File: src/hdl/eccp_pkg.sv
// package: register map, mode codes and field positions of the enhanced unit
package eccp_pkg;
    // apb byte addresses
    localparam logic [7:0] ADDR_CONTROL = 8'h00;
    localparam logic [7:0] ADDR_DUTY_HIGH = 8'h04;
    localparam logic [7:0] ADDR_PERIOD = 8'h08;
    localparam logic [7:0] ADDR_COMPARE = 8'h0C;
    localparam logic [7:0] ADDR_STATUS = 8'h10;
    localparam logic [7:0] ADDR_PINCFG = 8'h14;
    // reset values
    localparam logic [7:0] CONTROL_RESET = 8'h00;
    localparam logic [7:0] PERIOD_RESET = 8'hFF;
    // field positions in the control register
    localparam int BRIDGE_LSB = 6;
    localparam int DUTY_LOW_LSB = 4;
    // pin configuration register bits
    localparam int PIN_BUS_ACTIVE = 0;
    localparam int PIN_EXT_MODE = 1;
    localparam int PIN_BRIDGE_REMAP = 2;
    localparam int PIN_TWO_REMAP = 3;
    localparam int PIN_WIDTH_LSB = 4;
    localparam logic [7:0] PINCFG_RESET = 8'h0C;
    localparam logic [1:0] WIDTH_12BIT = 2'h1;
    // mode codes
    localparam logic [3:0] MODE_OFF = 4'h0;
    localparam logic [3:0] MODE_TOGGLE = 4'h2;
    localparam logic [3:0] MODE_CAP_FALL = 4'h4;
    localparam logic [3:0] MODE_CAP_RISE = 4'h5;
    localparam logic [3:0] MODE_CAP_4TH = 4'h6;
    localparam logic [3:0] MODE_CAP_16TH = 4'h7;
    localparam logic [3:0] MODE_SET_HIGH = 4'h8;
    localparam logic [3:0] MODE_SET_LOW = 4'h9;
    localparam logic [3:0] MODE_SOFT_INT = 4'hA;
    localparam logic [3:0] MODE_SPECIAL = 4'hB;
    // bridge configurations
    localparam logic [1:0] BRIDGE_SINGLE = 2'h0;
    localparam logic [1:0] BRIDGE_FWD = 2'h1;
    localparam logic [1:0] BRIDGE_HALF = 2'h2;
    localparam logic [1:0] BRIDGE_REV = 2'h3;
    // unit numbers
    localparam int UNIT_TWO = 2;
    localparam int UNIT_THREE = 3;
    // dead band in clock cycles
    localparam logic [3:0] DEAD_BAND_CYCLES = 4'h4;
endpackage

File: src/hdl/eccp_capture_edge.sv
// capture edge qualifier with prescale
`timescale 1ns/1ps
`default_nettype none
module eccp_capture_edge
    import eccp_pkg::*;
(
    // clock and reset
    input wire logic pclk,
    input wire logic presetn,
    // control
    input wire logic [3:0] mode,
    input wire logic cap_in,
    // event
    output logic cap_event
);
    // ------------------------------------------------------------
    // state
    // ------------------------------------------------------------
    typedef struct packed {
        logic prev;
        logic [3:0] count;
        logic ev;
    } cap_t;
    cap_t cur, nxt;
    logic rise;
    logic fall;

    // edge detect and prescale
    always_comb begin
        nxt = cur;
        rise = cap_in && !cur.prev;
        fall = !cap_in && cur.prev;
        nxt.prev = cap_in;
        nxt.ev = 1'b0;
        case (mode)
            MODE_CAP_FALL: nxt.ev = fall;
            MODE_CAP_RISE: nxt.ev = rise;
            MODE_CAP_4TH, MODE_CAP_16TH: begin
                if (rise) begin
                    nxt.count = cur.count + 4'h1;
                    nxt.ev = (mode == MODE_CAP_4TH) ? (cur.count[1:0] == 2'h3)
                                                    : (cur.count == 4'hF);
                end
            end
            default: nxt.count = 4'h0;
        endcase
    end

    always_ff @(posedge pclk or negedge presetn) begin
        if (!presetn) begin
            cur <= '0;
        end else begin
            cur <= nxt;
        end
    end

    assign cap_event = cur.ev;
endmodule
`default_nettype wire

File: src/hdl/eccp_pwm_core.sv
// pwm timebase with double-buffered 10-bit duty compare
`timescale 1ns/1ps
`default_nettype none
module eccp_pwm_core
    import eccp_pkg::*;
(
    // clock and reset
    input wire logic pclk,
    input wire logic presetn,
    // control
    input wire logic run,
    input wire logic [7:0] period,
    input wire logic [9:0] duty,
    // result
    output logic pwm_raw
);
    // ------------------------------------------------------------
    // state
    // ------------------------------------------------------------
    typedef struct packed {
        logic [9:0] timer; // 8-bit timer plus 2 low-order bits
        logic [9:0] shadow; // latched duty
        logic out;
    } core_t;
    core_t cur, nxt;

    // next-state logic
    always_comb begin
        nxt = cur;
        if (!run) begin
            nxt = '0;
        end else if (cur.timer == {period, 2'b11}) begin
            // period end: clear timer, latch duty, go active unless the new duty is zero
            nxt.timer = '0;
            nxt.shadow = duty;
            nxt.out = (duty != 10'h000);
        end else begin
            nxt.timer = cur.timer + 10'h001;
            // duty match ends the pulse; never matches if duty > {period, 2'b11}
            if (nxt.timer == cur.shadow) begin
                nxt.out = 1'b0;
            end
        end
    end

    // state register
    always_ff @(posedge pclk or negedge presetn) begin
        if (!presetn) begin
            cur <= '0;
        end else begin
            cur <= nxt;
        end
    end

    assign pwm_raw = cur.out;

    a_duty_zero_low: assert property (@(posedge pclk) disable iff (!presetn)
        (run && cur.timer == {period, 2'b11} && duty == 10'h000) |=> !pwm_raw)
        else $error("zero duty must keep output inactive");
endmodule
`default_nettype wire

File: src/hdl/eccp_unit.sv
// enhanced capture/compare/pwm unit: registers, mode decode and pin steering
//
// The placing of the registers and the APB register port were decided locally.
`timescale 1ns/1ps
`default_nettype none
// Function
// - mode 0000 switches off; 0001 reserved
// - modes 0100-0111 capture with edge prescale
// - mode 0010 toggles pin on match
// - mode 1000 starts low, match sets high
// - mode 1001 starts high, match sets low
// - mode 1010 flag only, pin to port
// - mode 1011 resets timer, unit two converts
// - unit three treats 1011 as 1010
// - pwm modes, bits 1/0 invert pairs
// - non-pwm ignores bridge field, A only
// - bridge 00: only A modulated
// - bridge 01: D modulated, A active
// - bridge 10: A,B modulated with dead band
// - bridge 11: B modulated, C active
// - bits 5-4 are duty low bits
// - active memory bus takes B,C pins
// - 12-bit bus width keeps pins free
// - cleared remap moves B,C to port H
// - unit two primary pin remap choices
// - quad output D overrides standard unit
// - period end clears, sets unless duty is zero, latches duty
// - duty match clears; overlong duty stays active
module eccp_unit
    import eccp_pkg::*;
#(
    parameter int UNIT_NUMBER = 1
) (
    // clock and reset
    input wire logic pclk,
    input wire logic presetn,
    // apb slave
    input wire logic psel,
    input wire logic penable,
    input wire logic pwrite,
    input wire logic [7:0] paddr,
    input wire logic [31:0] pwdata,
    output logic [31:0] prdata,
    output logic pready,
    output logic pslverr,
    // capture/compare timer interface
    input wire logic [15:0] capture_timer,
    input wire logic cap_in,
    output logic timer_reset,
    output logic start_conversion,
    input wire logic converter_enabled,
    // standard unit output being shared
    input wire logic standard_unit_out,
    // steered pins: enable high means the unit owns the pin
    output logic pin_primary,
    output logic pin_primary_en,
    output logic [2:0] pin_primary_sel,
    output logic pin_b,
    output logic pin_b_en,
    output logic pin_c,
    output logic pin_c_en,
    output logic pins_on_port_h,
    output logic pin_d,
    output logic pin_d_en,
    output logic standard_pin_out
);
    // ------------------------------------------------------------
    // state
    // ------------------------------------------------------------
    typedef struct packed {
        logic [7:0] control; // enhanced_unit_control
        logic [7:0] duty_high; // duty_high_byte
        logic [7:0] period; // pwm_period_register
        logic [15:0] compare; // compare value
        logic [7:0] pincfg; // remap and bus settings
        logic match_flag; // unit_match_flag
        logic [15:0] capture; // captured timer value
        logic cmp_pin; // compare-mode pin level
        logic [3:0] last_mode; // for entry detection
        logic [3:0] dead; // dead-band counter
        logic raw_q; // delayed pwm edge
        logic trig; // one-cycle special event
        logic [31:0] rdata;
    } unit_t;
    unit_t cur, nxt;

    logic [3:0] mode;
    logic [1:0] bridge;
    logic is_pwm;
    logic pwm_raw;
    logic cap_event;
    logic match;
    logic [31:0] wr_data;
    logic wr_en;
    logic act_ac;
    logic act_bd;
    logic mod_a;
    logic mod_b;
    logic bus_takes_bc;

    assign mode = cur.control[3:0];
    assign bridge = cur.control[BRIDGE_LSB +: 2];
    assign is_pwm = (mode[3:2] == 2'b11);
    assign match = (capture_timer == cur.compare);
    assign wr_data = pwdata;
    assign wr_en = psel && penable && pwrite;

    // ------------------------------------------------------------
    // submodules
    // ------------------------------------------------------------
    eccp_pwm_core i_eccp_pwm_core (
        .pclk(pclk),
        .presetn(presetn),
        .run(is_pwm),
        .period(cur.period),
        .duty({cur.duty_high, cur.control[DUTY_LOW_LSB +: 2]}),
        .pwm_raw(pwm_raw)
    );

    eccp_capture_edge i_eccp_capture_edge (
        .pclk(pclk),
        .presetn(presetn),
        .mode(mode),
        .cap_in(cap_in),
        .cap_event(cap_event)
    );

    // ------------------------------------------------------------
    // registers, compare and capture behaviour
    // ------------------------------------------------------------
    always_comb begin
        nxt = cur;
        nxt.trig = 1'b0;
        nxt.last_mode = mode;
        // apb writes take effect in the access phase
        if (wr_en) begin
            case (paddr)
                ADDR_CONTROL: nxt.control = wr_data[7:0];
                ADDR_DUTY_HIGH: nxt.duty_high = wr_data[7:0];
                ADDR_PERIOD: nxt.period = wr_data[7:0];
                ADDR_COMPARE: nxt.compare = wr_data[15:0];
                ADDR_PINCFG: nxt.pincfg = wr_data[7:0];
                ADDR_STATUS: begin
                    if (wr_data[0]) begin
                        nxt.match_flag = 1'b0;
                    end
                end
                default: nxt.control = cur.control;
            endcase
        end
        // mode behaviour; hardware set wins over software clear
        case (mode)
            MODE_OFF: begin
                // switched off: internal state reset
                nxt.cmp_pin = 1'b0;
                nxt.capture = '0;
            end
            MODE_TOGGLE: begin
                if (match) begin
                    nxt.cmp_pin = !cur.cmp_pin;
                    nxt.match_flag = 1'b1;
                end
            end
            MODE_SET_HIGH: begin
                if (cur.last_mode != mode) begin
                    nxt.cmp_pin = 1'b0;
                end else if (match) begin
                    nxt.cmp_pin = 1'b1;
                    nxt.match_flag = 1'b1;
                end
            end
            MODE_SET_LOW: begin
                if (cur.last_mode != mode) begin
                    nxt.cmp_pin = 1'b1;
                end else if (match) begin
                    nxt.cmp_pin = 1'b0;
                    nxt.match_flag = 1'b1;
                end
            end
            MODE_SOFT_INT: begin
                if (match) begin
                    nxt.match_flag = 1'b1;
                end
            end
            MODE_SPECIAL: begin
                if (match) begin
                    nxt.match_flag = 1'b1;
                    nxt.trig = (UNIT_NUMBER != UNIT_THREE);
                end
            end
            default: begin
                if (cap_event) begin
                    nxt.capture = capture_timer;
                    nxt.match_flag = 1'b1;
                end
            end
        endcase
        // dead band: count after each pwm edge
        nxt.raw_q = pwm_raw;
        if (pwm_raw != cur.raw_q) begin
            nxt.dead = DEAD_BAND_CYCLES;
        end else if (cur.dead != 4'h0) begin
            nxt.dead = cur.dead - 4'h1;
        end
        // read data captured in setup phase
        nxt.rdata = '0;
        if (psel && !penable && !pwrite) begin
            case (paddr)
                ADDR_CONTROL: nxt.rdata = {24'h0000_00, cur.control};
                ADDR_DUTY_HIGH: nxt.rdata = {24'h0000_00, cur.duty_high};
                ADDR_PERIOD: nxt.rdata = {24'h0000_00, cur.period};
                ADDR_COMPARE: nxt.rdata = {16'h0000, cur.compare};
                ADDR_STATUS: nxt.rdata = {cur.capture, 15'h0000, cur.match_flag};
                ADDR_PINCFG: nxt.rdata = {24'h0000_00, cur.pincfg};
                default: nxt.rdata = '0;
            endcase
        end
    end

    always_ff @(posedge pclk or negedge presetn) begin
        if (!presetn) begin
            cur <= '0;
            cur.control <= CONTROL_RESET;
            cur.period <= PERIOD_RESET;
            cur.pincfg <= PINCFG_RESET;
        end else begin
            cur <= nxt;
        end
    end

    // apb answers: zero wait, error on unmapped address
    assign pready = 1'b1;
    assign pslverr = psel && penable && (paddr > ADDR_PINCFG || paddr[1:0] != 2'b00);
    assign prdata = cur.rdata;
    assign timer_reset = cur.trig;
    assign start_conversion = cur.trig && (UNIT_NUMBER == UNIT_TWO) && converter_enabled;

    // ------------------------------------------------------------
    // output steering
    // ------------------------------------------------------------
    assign act_ac = !mode[1];
    assign act_bd = !mode[0];
    assign mod_a = pwm_raw && !(cur.raw_q != pwm_raw || cur.dead != 4'h0);
    assign mod_b = !pwm_raw && !(cur.raw_q != pwm_raw || cur.dead != 4'h0);
    // bus owns port E B/C unless 12-bit width or port H remap
    assign bus_takes_bc = cur.pincfg[PIN_BUS_ACTIVE] && cur.pincfg[PIN_EXT_MODE]
        && cur.pincfg[PIN_BRIDGE_REMAP]
        && cur.pincfg[PIN_WIDTH_LSB +: 2] != WIDTH_12BIT
        && UNIT_NUMBER != UNIT_TWO;
    assign pins_on_port_h = !cur.pincfg[PIN_BRIDGE_REMAP] && UNIT_NUMBER != UNIT_TWO;

    always_comb begin
        pin_primary = 1'b0;
        pin_primary_en = 1'b0;
        pin_b = 1'b0;
        pin_b_en = 1'b0;
        pin_c = 1'b0;
        pin_c_en = 1'b0;
        pin_d = 1'b0;
        pin_d_en = 1'b0;
        if (is_pwm) begin
            case (bridge)
                BRIDGE_SINGLE: begin
                    pin_primary = pwm_raw ~^ act_ac;
                    pin_primary_en = 1'b1;
                end
                BRIDGE_FWD: begin
                    pin_primary = act_ac;
                    pin_b = !act_bd;
                    pin_c = !act_ac;
                    pin_d = pwm_raw ~^ act_bd;
                    pin_primary_en = 1'b1;
                    pin_b_en = 1'b1;
                    pin_c_en = 1'b1;
                    pin_d_en = 1'b1;
                end
                BRIDGE_HALF: begin
                    pin_primary = mod_a ~^ act_ac;
                    pin_b = mod_b ~^ act_bd;
                    pin_primary_en = 1'b1;
                    pin_b_en = 1'b1;
                end
                default: begin
                    pin_primary = !act_ac;
                    pin_b = pwm_raw ~^ act_bd;
                    pin_c = act_ac;
                    pin_d = !act_bd;
                    pin_primary_en = 1'b1;
                    pin_b_en = 1'b1;
                    pin_c_en = 1'b1;
                    pin_d_en = 1'b1;
                end
            endcase
            if (bus_takes_bc) begin
                pin_b_en = 1'b0;
                pin_c_en = 1'b0;
            end
        end else if (mode == MODE_TOGGLE || mode == MODE_SET_HIGH || mode == MODE_SET_LOW) begin
            pin_primary = cur.cmp_pin;
            pin_primary_en = 1'b1;
        end
    end

    // primary pin location for unit two: 0 = port C1, 1 = E7, 2 = B3
    assign pin_primary_sel = (UNIT_NUMBER != UNIT_TWO || cur.pincfg[PIN_TWO_REMAP]) ? 3'h0 :
                             (cur.pincfg[PIN_EXT_MODE] ? 3'h2 : 3'h1);
    // quad output D replaces the standard unit pin
    assign standard_pin_out = (pin_d_en && UNIT_NUMBER != UNIT_TWO) ? pin_d : standard_unit_out;

    // ------------------------------------------------------------
    // checks
    // ------------------------------------------------------------
    a_toggle_on_match: assert property (@(posedge pclk) disable iff (!presetn)
        (mode == MODE_TOGGLE && $stable(mode) && match)
        |=> (cur.cmp_pin != $past(cur.cmp_pin)))
        else $error("toggle mode failed to toggle");
    a_set_high_match: assert property (@(posedge pclk) disable iff (!presetn)
        (mode == MODE_SET_HIGH && cur.last_mode == mode && match && !wr_en)
        |=> (cur.cmp_pin && cur.match_flag))
        else $error("set-high compare mismatch");
    a_set_low_match: assert property (@(posedge pclk) disable iff (!presetn)
        (mode == MODE_SET_LOW && cur.last_mode == mode && match && !wr_en)
        |=> (!cur.cmp_pin && cur.match_flag))
        else $error("set-low compare mismatch");
    a_soft_no_pin: assert property (@(posedge pclk) disable iff (!presetn)
        (mode == MODE_SOFT_INT) |-> !pin_primary_en)
        else $error("soft interrupt mode drove pin");
    a_special_trig: assert property (@(posedge pclk) disable iff (!presetn)
        (mode == MODE_SPECIAL && match) |=> (timer_reset == (UNIT_NUMBER != UNIT_THREE)))
        else $error("special event trigger wrong");
    a_single_only_a: assert property (@(posedge pclk) disable iff (!presetn)
        (is_pwm && bridge == BRIDGE_SINGLE) |-> (!pin_b_en && !pin_c_en && !pin_d_en))
        else $error("single output drove extra pins");
    a_off_no_pins: assert property (@(posedge pclk) disable iff (!presetn)
        (mode == MODE_OFF) |-> (!pin_primary_en && !pin_d_en && !timer_reset))
        else $error("off mode drove a pin");
    a_quad_override: assert property (@(posedge pclk) disable iff (!presetn)
        (is_pwm && bridge[0] && UNIT_NUMBER != UNIT_TWO)
        |-> (pin_d_en && standard_pin_out == pin_d))
        else $error("quad output did not override");
endmodule
`default_nettype wire

File: config.mk
export PLATFORM = sky130hd
export DESIGN_NAME = eccp_unit
export DESIGN_NICKNAME = d
export VERILOG_FILES = /design/src/hdl/eccp_pkg.sv /design/src/hdl/eccp_capture_edge.sv /design/src/hdl/eccp_pwm_core.sv /design/src/hdl/eccp_unit.sv
export SDC_FILE = /design/constraint.sdc
export NUM_CORES = 1
export LEC_CHECK = 0
export BUFFER_PORTS_ARGS = -buffer_cell sky130_fd_sc_hd__buf_2
export CELL_PAD_IN_SITES_DETAIL_PLACEMENT = 1
export CELL_PAD_IN_SITES_GLOBAL_PLACEMENT = 2
export CORE_ASPECT_RATIO = 1.25
export CORE_MARGIN = 1
export CORE_UTILIZATION = 33
export CTS_BUF_LIST = sky130_fd_sc_hd__clkbuf_16
export DETAILED_ROUTE_END_ITERATION = 8
export PLACE_DENSITY_LB_ADDON = 0.15
export REMOVE_ABC_BUFFERS = 1
export SLEW_MARGIN = 20
export SYNTH_ARGS = -nofsm -noshare
export SYNTH_HDL_FRONTEND = slang
export SYNTH_SLANG_ARGS = --single-unit
File: constraint.sdc
create_clock -name pclk -period 2.1 [get_ports pclk]
set_input_delay 0.525 -clock pclk [delete_from_list [all_inputs] [get_ports pclk]]
set_output_delay 0.525 -clock pclk [all_outputs]
set_load 0.005 [all_outputs]
# == Word-level counts from Yosys, hierarchy flattened ==
# Cells that the tools add are included.
# op_classes
n_addsub,3
magnitude_cmp,1
eq_ne,32
mux,48
bitwise_logic,6
n_reduce_logical,49
# ops
op,count
32-bit case mux with 6 select lines,1
32-bit 2-to-1 mux,1
16-bit case mux with 2 select lines,1
1-bit 2-to-1 mux,30
21-bit 2-to-1 mux,1
10-bit equality test,2
"4-bit equality test, second input constant",5
10-bit 2-to-1 mux,2
17-bit 2-to-1 mux,1
16-bit equality test,1
"4-bit by 3-bit equality test with 1-bit output, second input constant",4
"8-bit by 4-bit equality test with 1-bit output, second input constant",2
"8-bit by 5-bit equality test with 1-bit output, second input constant",2
2-bit AND reduction,7
1-bit logical AND,12
1-bit case mux with 3 select lines,4
"10-bit by 1-bit adder with 10-bit output, second input constant",1
1-bit logical NOT,10
10-bit nonzero test,1
"3-bit != test, second input constant",3
"8-bit by 3-bit equality test with 1-bit output, second input constant",1
"8-bit by 5-bit greater-than comparator with 1-bit output, second input constant",1
8-bit logical NOT,1
4-bit 2-to-1 mux,2
other kinds (24),43
# totals
regBits,135
output_inout_bits,49

# == Logic depth before layout (Yosys ltp) ==
# Gate-level depths: netlist (run 1).
# logic_depth
depth_word,7
ltp_mapped,8
depth_no_buf,8

# == Cells and area by module ==
# Synthesis (run 1) repeated with hierarchy kept, for this count alone.
# unflattened
hier_cells,586
area_unflattened_um2,6740.2
# by_module_without_submodules
module,instances,cells_per_inst,area_each_um2,seq_area_each_um2
eccp_unit,1,413,5077.4,2715.1
eccp_pwm_core,1,146,1356.3,525.5
eccp_capture_edge,1,27,306.5,150.1

# == Least setup slack after synthesis (run 1) ==
# No wires, ideal clock.
# synth_path
path_type,register to output
start,register cur[34] (netlist bit)
end,output pin_b
arrival_ns,1.550
t_required_ns,1.575
slack_ns,0.025
stages_incl_launch_ff,8
path_buffers,0
path_cell_list,dfrtp_1 inv_1 ha_1 nor3b_1 a22o_1 a21oi_1 a32oi_1 nor2_1
# synth_via
elab_chain_cells,7
# synth_rtl
element,line_no,rtl
"start, declared",eccp_unit.sv:85,"unit_t cur, nxt;"
"start signal, assigned",eccp_unit.sv:227,cur <= nxt;
4-bit nonzero test,eccp_unit.sv:244,assign mod_b = !pwm_raw && !(cur.raw_q != pwm_raw || cur.dead != 4'h0);
1-bit logical OR,eccp_unit.sv:244,
1-bit logical NOT,eccp_unit.sv:244,
1-bit logical AND,eccp_unit.sv:244,
1-bit bitwise XNOR,eccp_unit.sv:279,pin_b = mod_b ~^ act_bd;
1-bit case mux with 3 select lines,eccp_unit.sv:262,case (bridge)
1-bit 2-to-1 mux,eccp_unit.sv:261,if (is_pwm) begin
"end, declared",eccp_unit.sv:58,"output logic pin_b,"
# No other way between the ends.

# == Worst setup path after layout (run 1) ==
# layout_path
start,register cur[35] (netlist bit)
end,output pin_primary
# layout_via
elab_chain_cells,7
# layout_rtl
element,line_no,rtl
4-bit nonzero test,eccp_unit.sv:243,assign mod_a = pwm_raw && !(cur.raw_q != pwm_raw || cur.dead != 4'h0);
1-bit logical OR,eccp_unit.sv:243,
1-bit logical NOT,eccp_unit.sv:243,
1-bit logical AND,eccp_unit.sv:243,
1-bit bitwise XNOR,eccp_unit.sv:278,pin_primary = mod_a ~^ act_ac;
1-bit case mux with 3 select lines,eccp_unit.sv:262,
1-bit 2-to-1 mux,eccp_unit.sv:261,
"end, declared",eccp_unit.sv:55,"output logic pin_primary,"
# No other way between the ends.

==> results of run 1 <==
## cells by family (layout without fill, tap and decap cells)
family / after synthesis / count (layout) / synth area share [%]
AO/OA/AOI/OAI: 72 / 72 / 8.10
adder cells (fa/ha/maj): 4 / 4 / 0.768
XOR/XNOR: 55 / 55 / 7.61
AND/OR/NAND/NOR: 155 / 155 / 13.6
multiplexers: 62 / 62 / 11.2
flip-flops: 135 / 135 / 52.0
other: 2 / 5 / 0.115
buffers and inverters: 71 / 188 / 6.63
## repair_timing
| action | 4_1_cts | 5_1_grt |
|---|---|---|
| setup buffers | 11 | 1 |
| pin swaps | 4 | 0 |
| gates resized for setup | 25 | 10 |
| hold buffers | 0 | 0 |
| endpoints found under the setup margin | 7 | 9 |
## cell usage in the layout, fill, tap and decap left out, types with 4 or more instances in the layout
cell type and instances:
clkbuf_16 17, dfrtp_2 5, mux2_4 12, nand4_1 6
buf_2 89, and2_1 25, bufinv_16 4, a22oi_1 8
nand2_4 4, xor2_1 23, mux2i_1 13, conb_1 5
dfrtp_1 120, mux2_2 37, buf_4 53, a222oi_1 7
clkinv_4 4, nand3_1 10, dfstp_2 10, nand2_2 4
o21ai_0 5, a21oi_1 18, nand2_1 18, xnor2_1 29
inv_1 7, nor4_1 8, nor2_1 45, a22o_1 18
nor3_1 11
## per-stage QoR
step	hold WS [ps]	TNS [ps]	util (%)	instances	setup WS [ps]
6_report	18.0	-909	42.1	941	-465
5_1_grt	29.6	-1300	42.1	941	-661
4_1_cts	21.0	-937	41.8	941	-463
3_5_place_dp	471	-385	37.7	898	-259
3_3_place_gp	464	-247	37.7	898	-191
2_1_floorplan	229	-6650	-	497	-484
## per-layer routing
metal,up-vias,GRT usage [%]
li1,2106,-
met1,2278,19.8
met2,78,33.7
met3,11,3.16
met4,0,5.29
met5,-,0
## power by group through the flow
stage	Sequential, W	Combinational, W	Clock (W)
after floorplan	0.00269	0.0000891	0
after global placement	0.00270	0.000274	0
after detailed placement	0.00270	0.000279	0
after CTS	0.00266	0.000289	0.00323
after global routing	0.00266	0.000314	0.00333
final	0.00266	0.000281	0.00316
## sequential cells by signal (all words and copies together) (netlist names)
| name | count |
|---|---|
| i_eccp_capture_edge.cur | 5 |
| i_eccp_pwm_core.cur | 20 |
| i_eccp_capture_edge.cap_event | 1 |
| prdata | 32 |
| timer_reset | 1 |
| bridge | 2 |
| i_eccp_pwm_core.pwm_raw | 1 |
| cur | 73 |
## worst max-delay path: stages, from the launching register on
cell and delay (ps):
dfrtp_1 390, inv_2 90, ha_4 130, nor4b_4 210, nand2_1 120, a21oi_2 170
mux2i_1 100, o31ai_2 250, buf_2 160
## layout make-up
cell class	count	area [um^2]	share of cell area, %
multi-input combinational	353	2850	34.9
clock buffer	17	425	5.21
inverter	9	33.8	0.414
timing repair buffer	147	926	11.3
sequential	135	3400	41.6
tap	265	332	4.06
clock inverter	15	201	2.47
## worst paths after layout
check                                    start                                   end  cells after the start
max                        cur[35]$_DFFE_PN0P_                           pin_primary                      8
min                                    presetn                  prdata[28]$_DFF_PN0_                      1
max reg2reg                cur[68]$_DFFE_PN0P_                   cur[42]$_DFFE_PN0P_                      8
min reg2reg                cur[47]$_DFFE_PN0P_                  prdata[20]$_DFF_PN0_                      1
max in group asynchronous              presetn                  cur[103]$_DFFE_PN0P_                      2
min in group pclk                       cap_in  i_eccp_capture_edge.cur[5]$_DFF_PN0_                      1
==> results.py, run 1 <==
metrics = {
    "synthesis": {
        "synth_most_common_cell": "dfrtp_1",
        "synth_common_cells": "dfrtp_1 (125), nor2_1 (46), buf_4 (38)",
        "synthCells": 556,
        "synth_warnings": 0,
        "yosys-top-cells-area": "dfrtp_1 (48%), mux2_2 (6.4%), buf_4 (4.4%)",
        "syn-mean-instance-area_um2": 11.7,
        "synth_largest_area_cell": "dfrtp_1",
        "synth-seq-area-share_pct": 52.0,
        "synth-async-reset-ratio_pct": 100,
        "synth_edf_count": 0,
        "syn_area_um2": 6510,
        "ys.flop_type": "dfrtp_1",
        "synth_cell_types": 54,
        "yosysTopAreaCellShare_pct": 48.0,
        "ys_seq_elements": 135,
    },
    "clock_network": {
        "numCtsBuffers": 17,
        "clk_pin_slew_ps": 60,
        "cts_max_path_buffers": 2,
        "cts_tree": "done",
        "root_buffer": "clkbuf_16",
        "h-tree-depth": 4,
        "clkLatencyLatePin_ps": 420,
        "cts.sinks": 135,
    },
    "die": {
        "ios": 113,
        "initial_core_util_pct": 33.6,
        "die_y_um": 159,
        "die_w_um": 128,
        "die-area_um2": 20300,
        "rows": 57,
        "coreArea_um2": 19400,
    },
    "final_layout": {
        "final_area_um2": 8160,
        "drive_gt1_share_pct": 41.4,
        "n_fill_cell": 2157,
        "syn2layout_area_growth_pct": 25.3,
        "antennaDiodeCount": 0,
        "nets": 731,
    },
    "routing": {
        "drcViolationCount": 0,
        "vias_per_cell": 4.75,
        "wl_met3_um": 478,
        "maxUsedRoutingLayer": "met4",
        "met2WireLength_mm": 9.49,
        "ant_nets": 0,
        "vias": 4473,
        "finalWirelength_mm": 16.9,
        "drtPass1Iterations": 5,
        "drt-initial-drc-count": 139,
        "drt-wirelength-per-cell_um": 18.0,
        "met1_length_mm": 6.81,
    },
    "timing": {
        "relSlewSlack_pct": 60.6,
        "hold_viol_final": 0,
        "drv_slew": 0,
        "worst_slew_pin_slew_ps": 590,
        "post-route-period-util_pct": 122,
        "fmax_ghz": 0.390,
        "rsz0062_at_grt": "true",
        "fin_skew_ps": 10.8,
        "layout_min_cycle_time_ps": 2560,
        "setup_ws_ps": -465,
        "setup_viol": 3,
    },
    "hold_path": {
        "hold_path.class": "in -> async",
    },
    "power_and_ir_drop": {
        "switching_share_pct": 22.3,
        "internal-power_w": 0.00474,
        "peakVddDrop_mv": 0.467,
        "pwr-share-seq_pct": 43.5,
        "p_clk_share_pct": 51.8,
        "p_leak_nw": 3.95,
        "power.share.combinational_pct": 4.6,
        "total_power_w": 0.00610,
        "power_density_nw_per_um2": 747,
        "switching_power_w": 0.00136,
    },
    "placement": {
        "dpl.hpwl_mm": 12.9,
        "io_buffers": 90,
        "gp_congestion": 0.752,
        "place_area_um2": 7300,
    },
    "job": {
        "drv_cap": 0,
    },
    "critical_path": {
        "critical_path_class": "reg -> out",
        "rrSetupSlack_ps": 200,
        "critical_path_arrival_ps": 2040,
        "required_ps": 1570,
        "path_max_fanout": 2,
        "timing.critical_path.to_type": "output port",
        "worst_setup_path_start_kind": "flip-flop",
    },
    "global_route": {
        "grt-ovfl-total": 0,
        "first_global_vias": 4916,
        "grt_max_degree": 43,
        "grt_pass1_wl_mm": 27.1,
        "grtUsageTotal_pct": 17.7,
        "antenna_found_initial": 0,
    },
    "run_status": {
        "violations": "setup timing",
        "status": "finished, violations left",
    },
}
No activity file was read; power rests on OpenSTA's default activity.
==> run 2, diff against run 1 <==
--- a/config.mk
+++ b/config.mk
@@ -19,3 +19,4 @@
 export SYNTH_ARGS = -nofsm -noshare
 export SYNTH_HDL_FRONTEND = slang
 export SYNTH_SLANG_ARGS = --single-unit
+export TNS_END_PERCENT = 20
==> run 2 against run 1 <==
Final cell count down 0.53%; global-route usage down 0.079 points; the flow still finishes with violations (setup timing); fmax up 1.7%; register-to-register slack worse by 100 ps; cell area down 1.2%; clock power about the same; combinational power down 2%; largest power group unchanged; sequential cell count unchanged; critical path depth up 2; sequential share of layout area up 0.48 points; count of clock-buffer cells in the layout unchanged.
==> results.py, run 2 (synthesis gave the netlist of run 1 again) <==
metrics = {
    "timing": {
        "setup_ws_ps": -422,
        "worst_hold_slack_ps": 18.7,
        "hold_viol_final": 0,
        "post-route-period-util_pct": 120,
        "layout_min_cycle_time_ps": 2520,
        "fmax_ghz": 0.396,
        "relSlewSlack_pct": 60.7,
        "worst_slew_pin_slew_ps": 588,
        "fin_skew_ps": 11.1,
        "setup_viol": 4,
        "rsz0062_at_grt": "true",
        "drv_slew": 0,
    },
    "final_layout": {
        "layout_common_cells": "dfrtp_1 (121), buf_2 (89), buf_4 (49), nor2_1 (44), mux2_2 (37)",
        "final_area_um2": 8070,
        "antennaDiodeCount": 0,
        "drive_gt1_share_pct": 39.3,
        "nets": 726,
        "syn2layout_area_growth_pct": 23.8,
        "largest_register_ffs": 73,
        "final_common_cell": "dfrtp_1",
        "fin_util_pct": 41.6,
        "regMostFlops": "cur",
    },
    "routing": {
        "drt-initial-drc-count": 137,
        "drcViolationCount": 0,
        "ant_nets": 0,
        "drt-wirelength-per-cell_um": 17.9,
        "vias": 4424,
        "drtPass1Iterations": 4,
        "finalWirelength_mm": 16.8,
        "vias_per_cell": 4.73,
    },
    "die": {
        "die_y_um": 159,
        "ios": 113,
        "initial_core_util_pct": 33.6,
        "die-area_um2": 20300,
        "die_w_um": 128,
        "coreArea_um2": 19400,
        "rows": 57,
    },
    "global_route": {
        "grt_max_degree": 43,
        "grt-ovfl-total": 0,
        "grt_pass1_wl_mm": 27.0,
        "grtUsageTotal_pct": 17.6,
        "first_global_vias": 4886,
        "antenna_found_initial": 0,
    },
    "power_and_ir_drop": {
        "p_clk_share_pct": 51.9,
        "p_leak_nw": 3.92,
        "internal-power_w": 0.00473,
        "peakVddDrop_mv": 0.465,
        "pwr-share-seq_pct": 43.6,
        "switching_power_w": 0.00136,
        "power.share.combinational_pct": 4.5,
        "switching_share_pct": 22.3,
        "power_density_nw_per_um2": 756,
    },
    "critical_path": {
        "r2r-end": "i_eccp_pwm_core.pwm_raw$_DFFE_PN0P_",
        "timing.critical_path.to_type": "output port",
        "worst_setup_path_start_kind": "flip-flop",
        "critical_path_class": "reg -> out",
        "crit_start": "cur[34]$_DFFE_PN0P_",
        "rr_worst_depth": 7,
        "critical_path_arrival_ps": 2000,
        "crit_path_end": "pin_b",
        "path_max_fanout": 2,
        "required_ps": 1570,
        "r2r_start": "i_eccp_pwm_core.cur[11]$_DFF_PN0_",
        "rrSetupSlack_ps": 100,
    },
    "clock_network": {
        "cts_max_path_buffers": 2,
        "clk_pin_slew_ps": 60,
        "cts_tree": "done",
        "h-tree-depth": 4,
        "cts_hold_buf": 0,
        "root_buffer": "clkbuf_16",
        "cts.sinks": 135,
        "numCtsBuffers": 17,
        "clkLatencyLatePin_ps": 420,
    },
    "placement": {
        "io_buffers": 90,
        "dpl.hpwl_mm": 12.9,
        "gp_congestion": 0.752,
        "place_area_um2": 7300,
    },
    "hold_path": {
        "hold_path.class": "in -> async",
    },
    "job": {
        "drv_cap": 0,
    },
    "run_status": {
        "status": "finished, violations left",
        "violations": "setup timing",
    },
}
[run 2: how the worst min path moves through the flow]
stage / from / endpoint / slack (ps) / cells past startpoint
after floorplan: presetn / bridge[0]$_DFFE_PN0P_ / 230 / 0
after global placement: cur[53]$_DFFE_PN0P_ / prdata[26]$_DFF_PN0_ / 460 / 1
after detailed placement: presetn / prdata[28]$_DFF_PN0_ / 470 / 1
after CTS: presetn / prdata[28]$_DFF_PN0_ / 20 / 1
after global routing: presetn / prdata[26]$_DFF_PN0_ / 30 / 1
final: presetn / prdata[28]$_DFF_PN0_ / 20 / 1
[run 2: repair_timing]
| item | CTS | global route |
|---|---|---|
| endpoints found under the hold margin | 0 | 0 |
| buffers inserted | 5 | 1 |
| gates resized for setup | 17 | 5 |
| endpoints found under the setup margin | 7 | 8 |
| pin swaps | 4 | 6 |
[run 2: stage by stage]
| stage | total power (W) | TNS (ps) | instances | setup slack [ps] |
|---|---|---|---|---|
| 2_1_floorplan | 0.00278 | -6650 | 497 | -484 |
| 3_3_place_gp | 0.00297 | -247 | 898 | -191 |
| 3_5_place_dp | 0.00298 | -385 | 898 | -259 |
| 4_1_cts | 0.00617 | -1060 | 935 | -464 |
| 5_1_grt | 0.00630 | -1560 | 936 | -607 |
| 6_report | 0.00610 | -918 | 936 | -422 |
[run 2: power groups by stage]
stage               combinational (W)  sequential, W  clock, W
global route                 0.000310        0.00266   0.00333
CTS                          0.000284        0.00266   0.00323
global placement             0.000274        0.00270         0
floorplan                   0.0000891        0.00269         0
detailed placement           0.000279        0.00270         0
finish                       0.000276        0.00266   0.00316
[run 2: cell type report]
| class | instances | area (um^2) |
|---|---|---|
| tap | 265 | 332 |
| sequential | 135 | 3400 |
| multi-input combinational | 353 | 2790 |
| inverter | 9 | 33.8 |
| fill | 2160 | 11300 |
| timing repair buffer | 142 | 885 |
| clock buffer | 17 | 425 |
| clock inverter | 15 | 201 |
[run 2: routing by layer]
layer,up-vias,part of all wire [%],global-route usage (%)
li1,2102,-,-
met1,2247,40,19.7
met2,64,56,33.6
met3,11,2.6,3.16
met4,0,0.84,5.29
met5,-,0,0
[run 2: worst max-delay path, cell delays in order (launching register included)]
cell and delay [ps]:
dfrtp_1 370, inv_2 60, ha_4 150, nor4b_4 120
buf_4 130, a221oi_2 200, a21oi_1 60, a32oi_1 150
buf_4 170, nor2_4 30, buf_2 120
==> run 3, diff against run 2 <==
--- a/config.mk
+++ b/config.mk
@@ -13,8 +13,9 @@
 export CORE_UTILIZATION = 33
 export CTS_BUF_LIST = sky130_fd_sc_hd__clkbuf_16
 export DETAILED_ROUTE_END_ITERATION = 8
-export PLACE_DENSITY_LB_ADDON = 0.15
+export PLACE_DENSITY = 0.83
 export REMOVE_ABC_BUFFERS = 1
+export SETUP_SLACK_MARGIN = 0.2
 export SLEW_MARGIN = 20
 export SYNTH_ARGS = -nofsm -noshare
 export SYNTH_HDL_FRONTEND = slang
==> run 3 against run 2 <==
The run still ends with setup timing left; non-clock buffer count is 2 higher; die area unchanged; sequential share of layout area down 0.67 points; count of clock-buffer cells in the layout stayed put; clock skew down 1.9 ps; routed wire length is 6.3% higher; register-to-register slack about the same; critical path type unchanged; highest routed layer is now met5.
==> results.py, run 3 (synthesis gave the netlist of run 1 again) <==
metrics = {
    "clock_network": {
        "cts_max_path_buffers": 2,
        "cts.sinks": 135,
        "clkLatencyLatePin_ps": 430,
        "numCtsBuffers": 17,
        "h-tree-depth": 4,
        "cts_tree": "done",
        "clk_pin_slew_ps": 60,
        "root_buffer": "clkbuf_16",
        "cts_hold_buf": 0,
    },
    "critical_path": {
        "crit_top_cell": "buf_4",
        "path_max_fanout": 2,
        "crit_chain": "inv_2 > ha_4 > buf_4 > buf_4 > nor3b_4 > a22o_1 > a21oi_1 > a32oi_1 > nor2_2 > buf_2",
        "crit_path_end": "pin_b",
        "required_ps": 1570,
        "cpMaxStageDelayCell": "dfrtp_1",
        "critical_path_class": "reg -> out",
        "slowest_delay_ps": 370,
        "critical_path_arrival_ps": 2120,
        "rrSetupSlack_ps": 110,
        "timing.critical_path.to_type": "output port",
        "rr_worst_depth": 6,
        "r2r-end": "i_eccp_pwm_core.pwm_raw$_DFFE_PN0P_",
        "crit_start": "cur[35]$_DFFE_PN0P_",
        "worst_setup_path_start_kind": "flip-flop",
        "r2r_start": "i_eccp_pwm_core.cur[17]$_DFF_PN0_",
    },
    "global_route": {
        "antenna_found_initial": 1,
        "top_usage_layer": "met2",
        "grt_max_degree": 51,
        "grtUsageTotal_pct": 18.4,
        "first_global_vias": 5282,
        "grt_pass1_wl_mm": 28.6,
        "grtUsageMet1_pct": 19.4,
        "grt-ovfl-total": 0,
        "use_met2_pct": 33.9,
        "met3_usage_pct": 4.30,
    },
    "final_layout": {
        "fin_util_pct": 42.3,
        "antennaDiodeCount": 0,
        "regArea_um2": 3400,
        "n_fill_cell": 2092,
        "syn2layout_area_growth_pct": 25.9,
        "nets": 728,
        "instances_no_fill": 938,
        "drive_gt1_share_pct": 42.1,
        "largest_register_ffs": 73,
        "regMostFlops": "cur",
        "final_common_cell": "dfrtp_1",
        "multi_input_area_um2": 2930,
        "layout_common_cells": "dfrtp_1 (119), buf_2 (86), buf_4 (48), nor2_1 (44), mux2_2 (37)",
    },
    "routing": {
        "drt-wirelength-per-cell_um": 19.0,
        "drt-initial-drc-count": 214,
        "drtPass1Iterations": 5,
        "finalWirelength_mm": 17.8,
        "drcViolationCount": 0,
        "vias_per_cell": 4.90,
        "vias": 4600,
        "ant_nets": 0,
    },
    "timing": {
        "layout_min_cycle_time_ps": 2650,
        "worst_hold_slack_ps": 20.6,
        "hold_viol_final": 0,
        "setup_viol": 4,
        "drv_slew": 0,
        "relSlewSlack_pct": 61.9,
        "fin_skew_ps": 9.26,
        "post-route-period-util_pct": 126,
        "setup_ws_ps": -546,
        "worst_slew_pin_slew_ps": 570,
        "rsz0062_at_grt": "true",
        "fmax_ghz": 0.378,
    },
    "die": {
        "ios": 113,
        "die-area_um2": 20300,
        "coreArea_um2": 19400,
        "initial_core_util_pct": 33.6,
        "rows": 57,
        "die_w_um": 128,
        "die_y_um": 159,
    },
    "power_and_ir_drop": {
        "p_leak_nw": 3.94,
        "power_density_nw_per_um2": 725,
        "peakVddDrop_mv": 0.391,
        "total_power_w": 0.00595,
    },
    "placement": {
        "gp_congestion": 0.811,
        "io_buffers": 90,
        "dpl.hpwl_mm": 13.0,
        "dpl.cell_count": 891,
    },
    "hold_path": {
        "hold_path.class": "in -> async",
    },
    "run_status": {
        "status": "finished, violations left",
        "violations": "setup timing",
    },
    "job": {
        "drv_cap": 0,
    },
}
-- run 3: cell types whose count changed in the layout (fill, tap and decap cells not counted), moves of 3 or more --
cell     change
buf_6        +7
inv_6        +4
xnor2_1      -3
buf_2        -3
nand3_1      -3
-- run 3: cell type report --
type / instances / share of cell area, %
clock buffers: 17 / 5.19
flip-flops and latches: 135 / 41.4
well taps: 265 / 4.04
repair buffers: 144 / 11.2
inverters: 9 / 0.412
multi-input cells: 353 / 35.7
clock inverters: 15 / 2.01
-- run 3: timing repair --
action | 4_1_cts | 5_1_grt
setup endpoints to repair | 11 | 20
hold endpoints to repair | 0 | 0
pin swaps | 11 | 19
resized for setup | 30 | 25
buffers inserted | 5 | 10
-- run 3: metrics by stage --
stage / TNS [ps] / setup WS, ps / area (um^2)
finish: -1100 / -546 / 8200
global placement: -386 / -286 / 7240
CTS: -1130 / -561 / 8000
detailed placement: -542 / -342 / 7240
global route: -1410 / -660 / 8200
floorplan: -6650 / -484 / 6130
-- run 3: per-layer routing --
metal	vias up	part of all wire, %
li1	2108	-
met1	2312	37
met2	135	54
met3	43	4.5
met4	2	4.1
met5	-	0.095
-- run 3: worst min-delay path by stage --
| stage | startpoint | to | slack, ps | depth (start not counted) |
|---|---|---|---|---|
| global placement | cur[53]$_DFFE_PN0P_ | prdata[26]$_DFF_PN0_ | 470 | 1 |
| global route | presetn | cur[58]$_DFFE_PN0P_ | 40 | 1 |
| detailed placement | cur[54]$_DFFE_PN0P_ | prdata[27]$_DFF_PN0_ | 470 | 1 |
| CTS | presetn | cur[58]$_DFFE_PN0P_ | 30 | 1 |
| finish | presetn | cur[58]$_DFFE_PN0P_ | 20 | 1 |
| floorplan | presetn | bridge[0]$_DFFE_PN0P_ | 230 | 0 |
-- run 3: critical path, delay by kind of cell, from the launching register on --
family / cells / cell delay (ps)
simple gates: 2 / 320
fa+ha+maj: 1 / 160
compound gates: 3 / 390
buf+inv: 4 / 460
flops: 1 / 370
-- run 3: where the power goes --
group          leakage (nW)  internal, W  total [W]  switching, W
clock network         0.279      0.00177    0.00301       0.00124
logic                  1.83     0.000112   0.000285      0.000173
registers              1.83      0.00263    0.00266     0.0000264
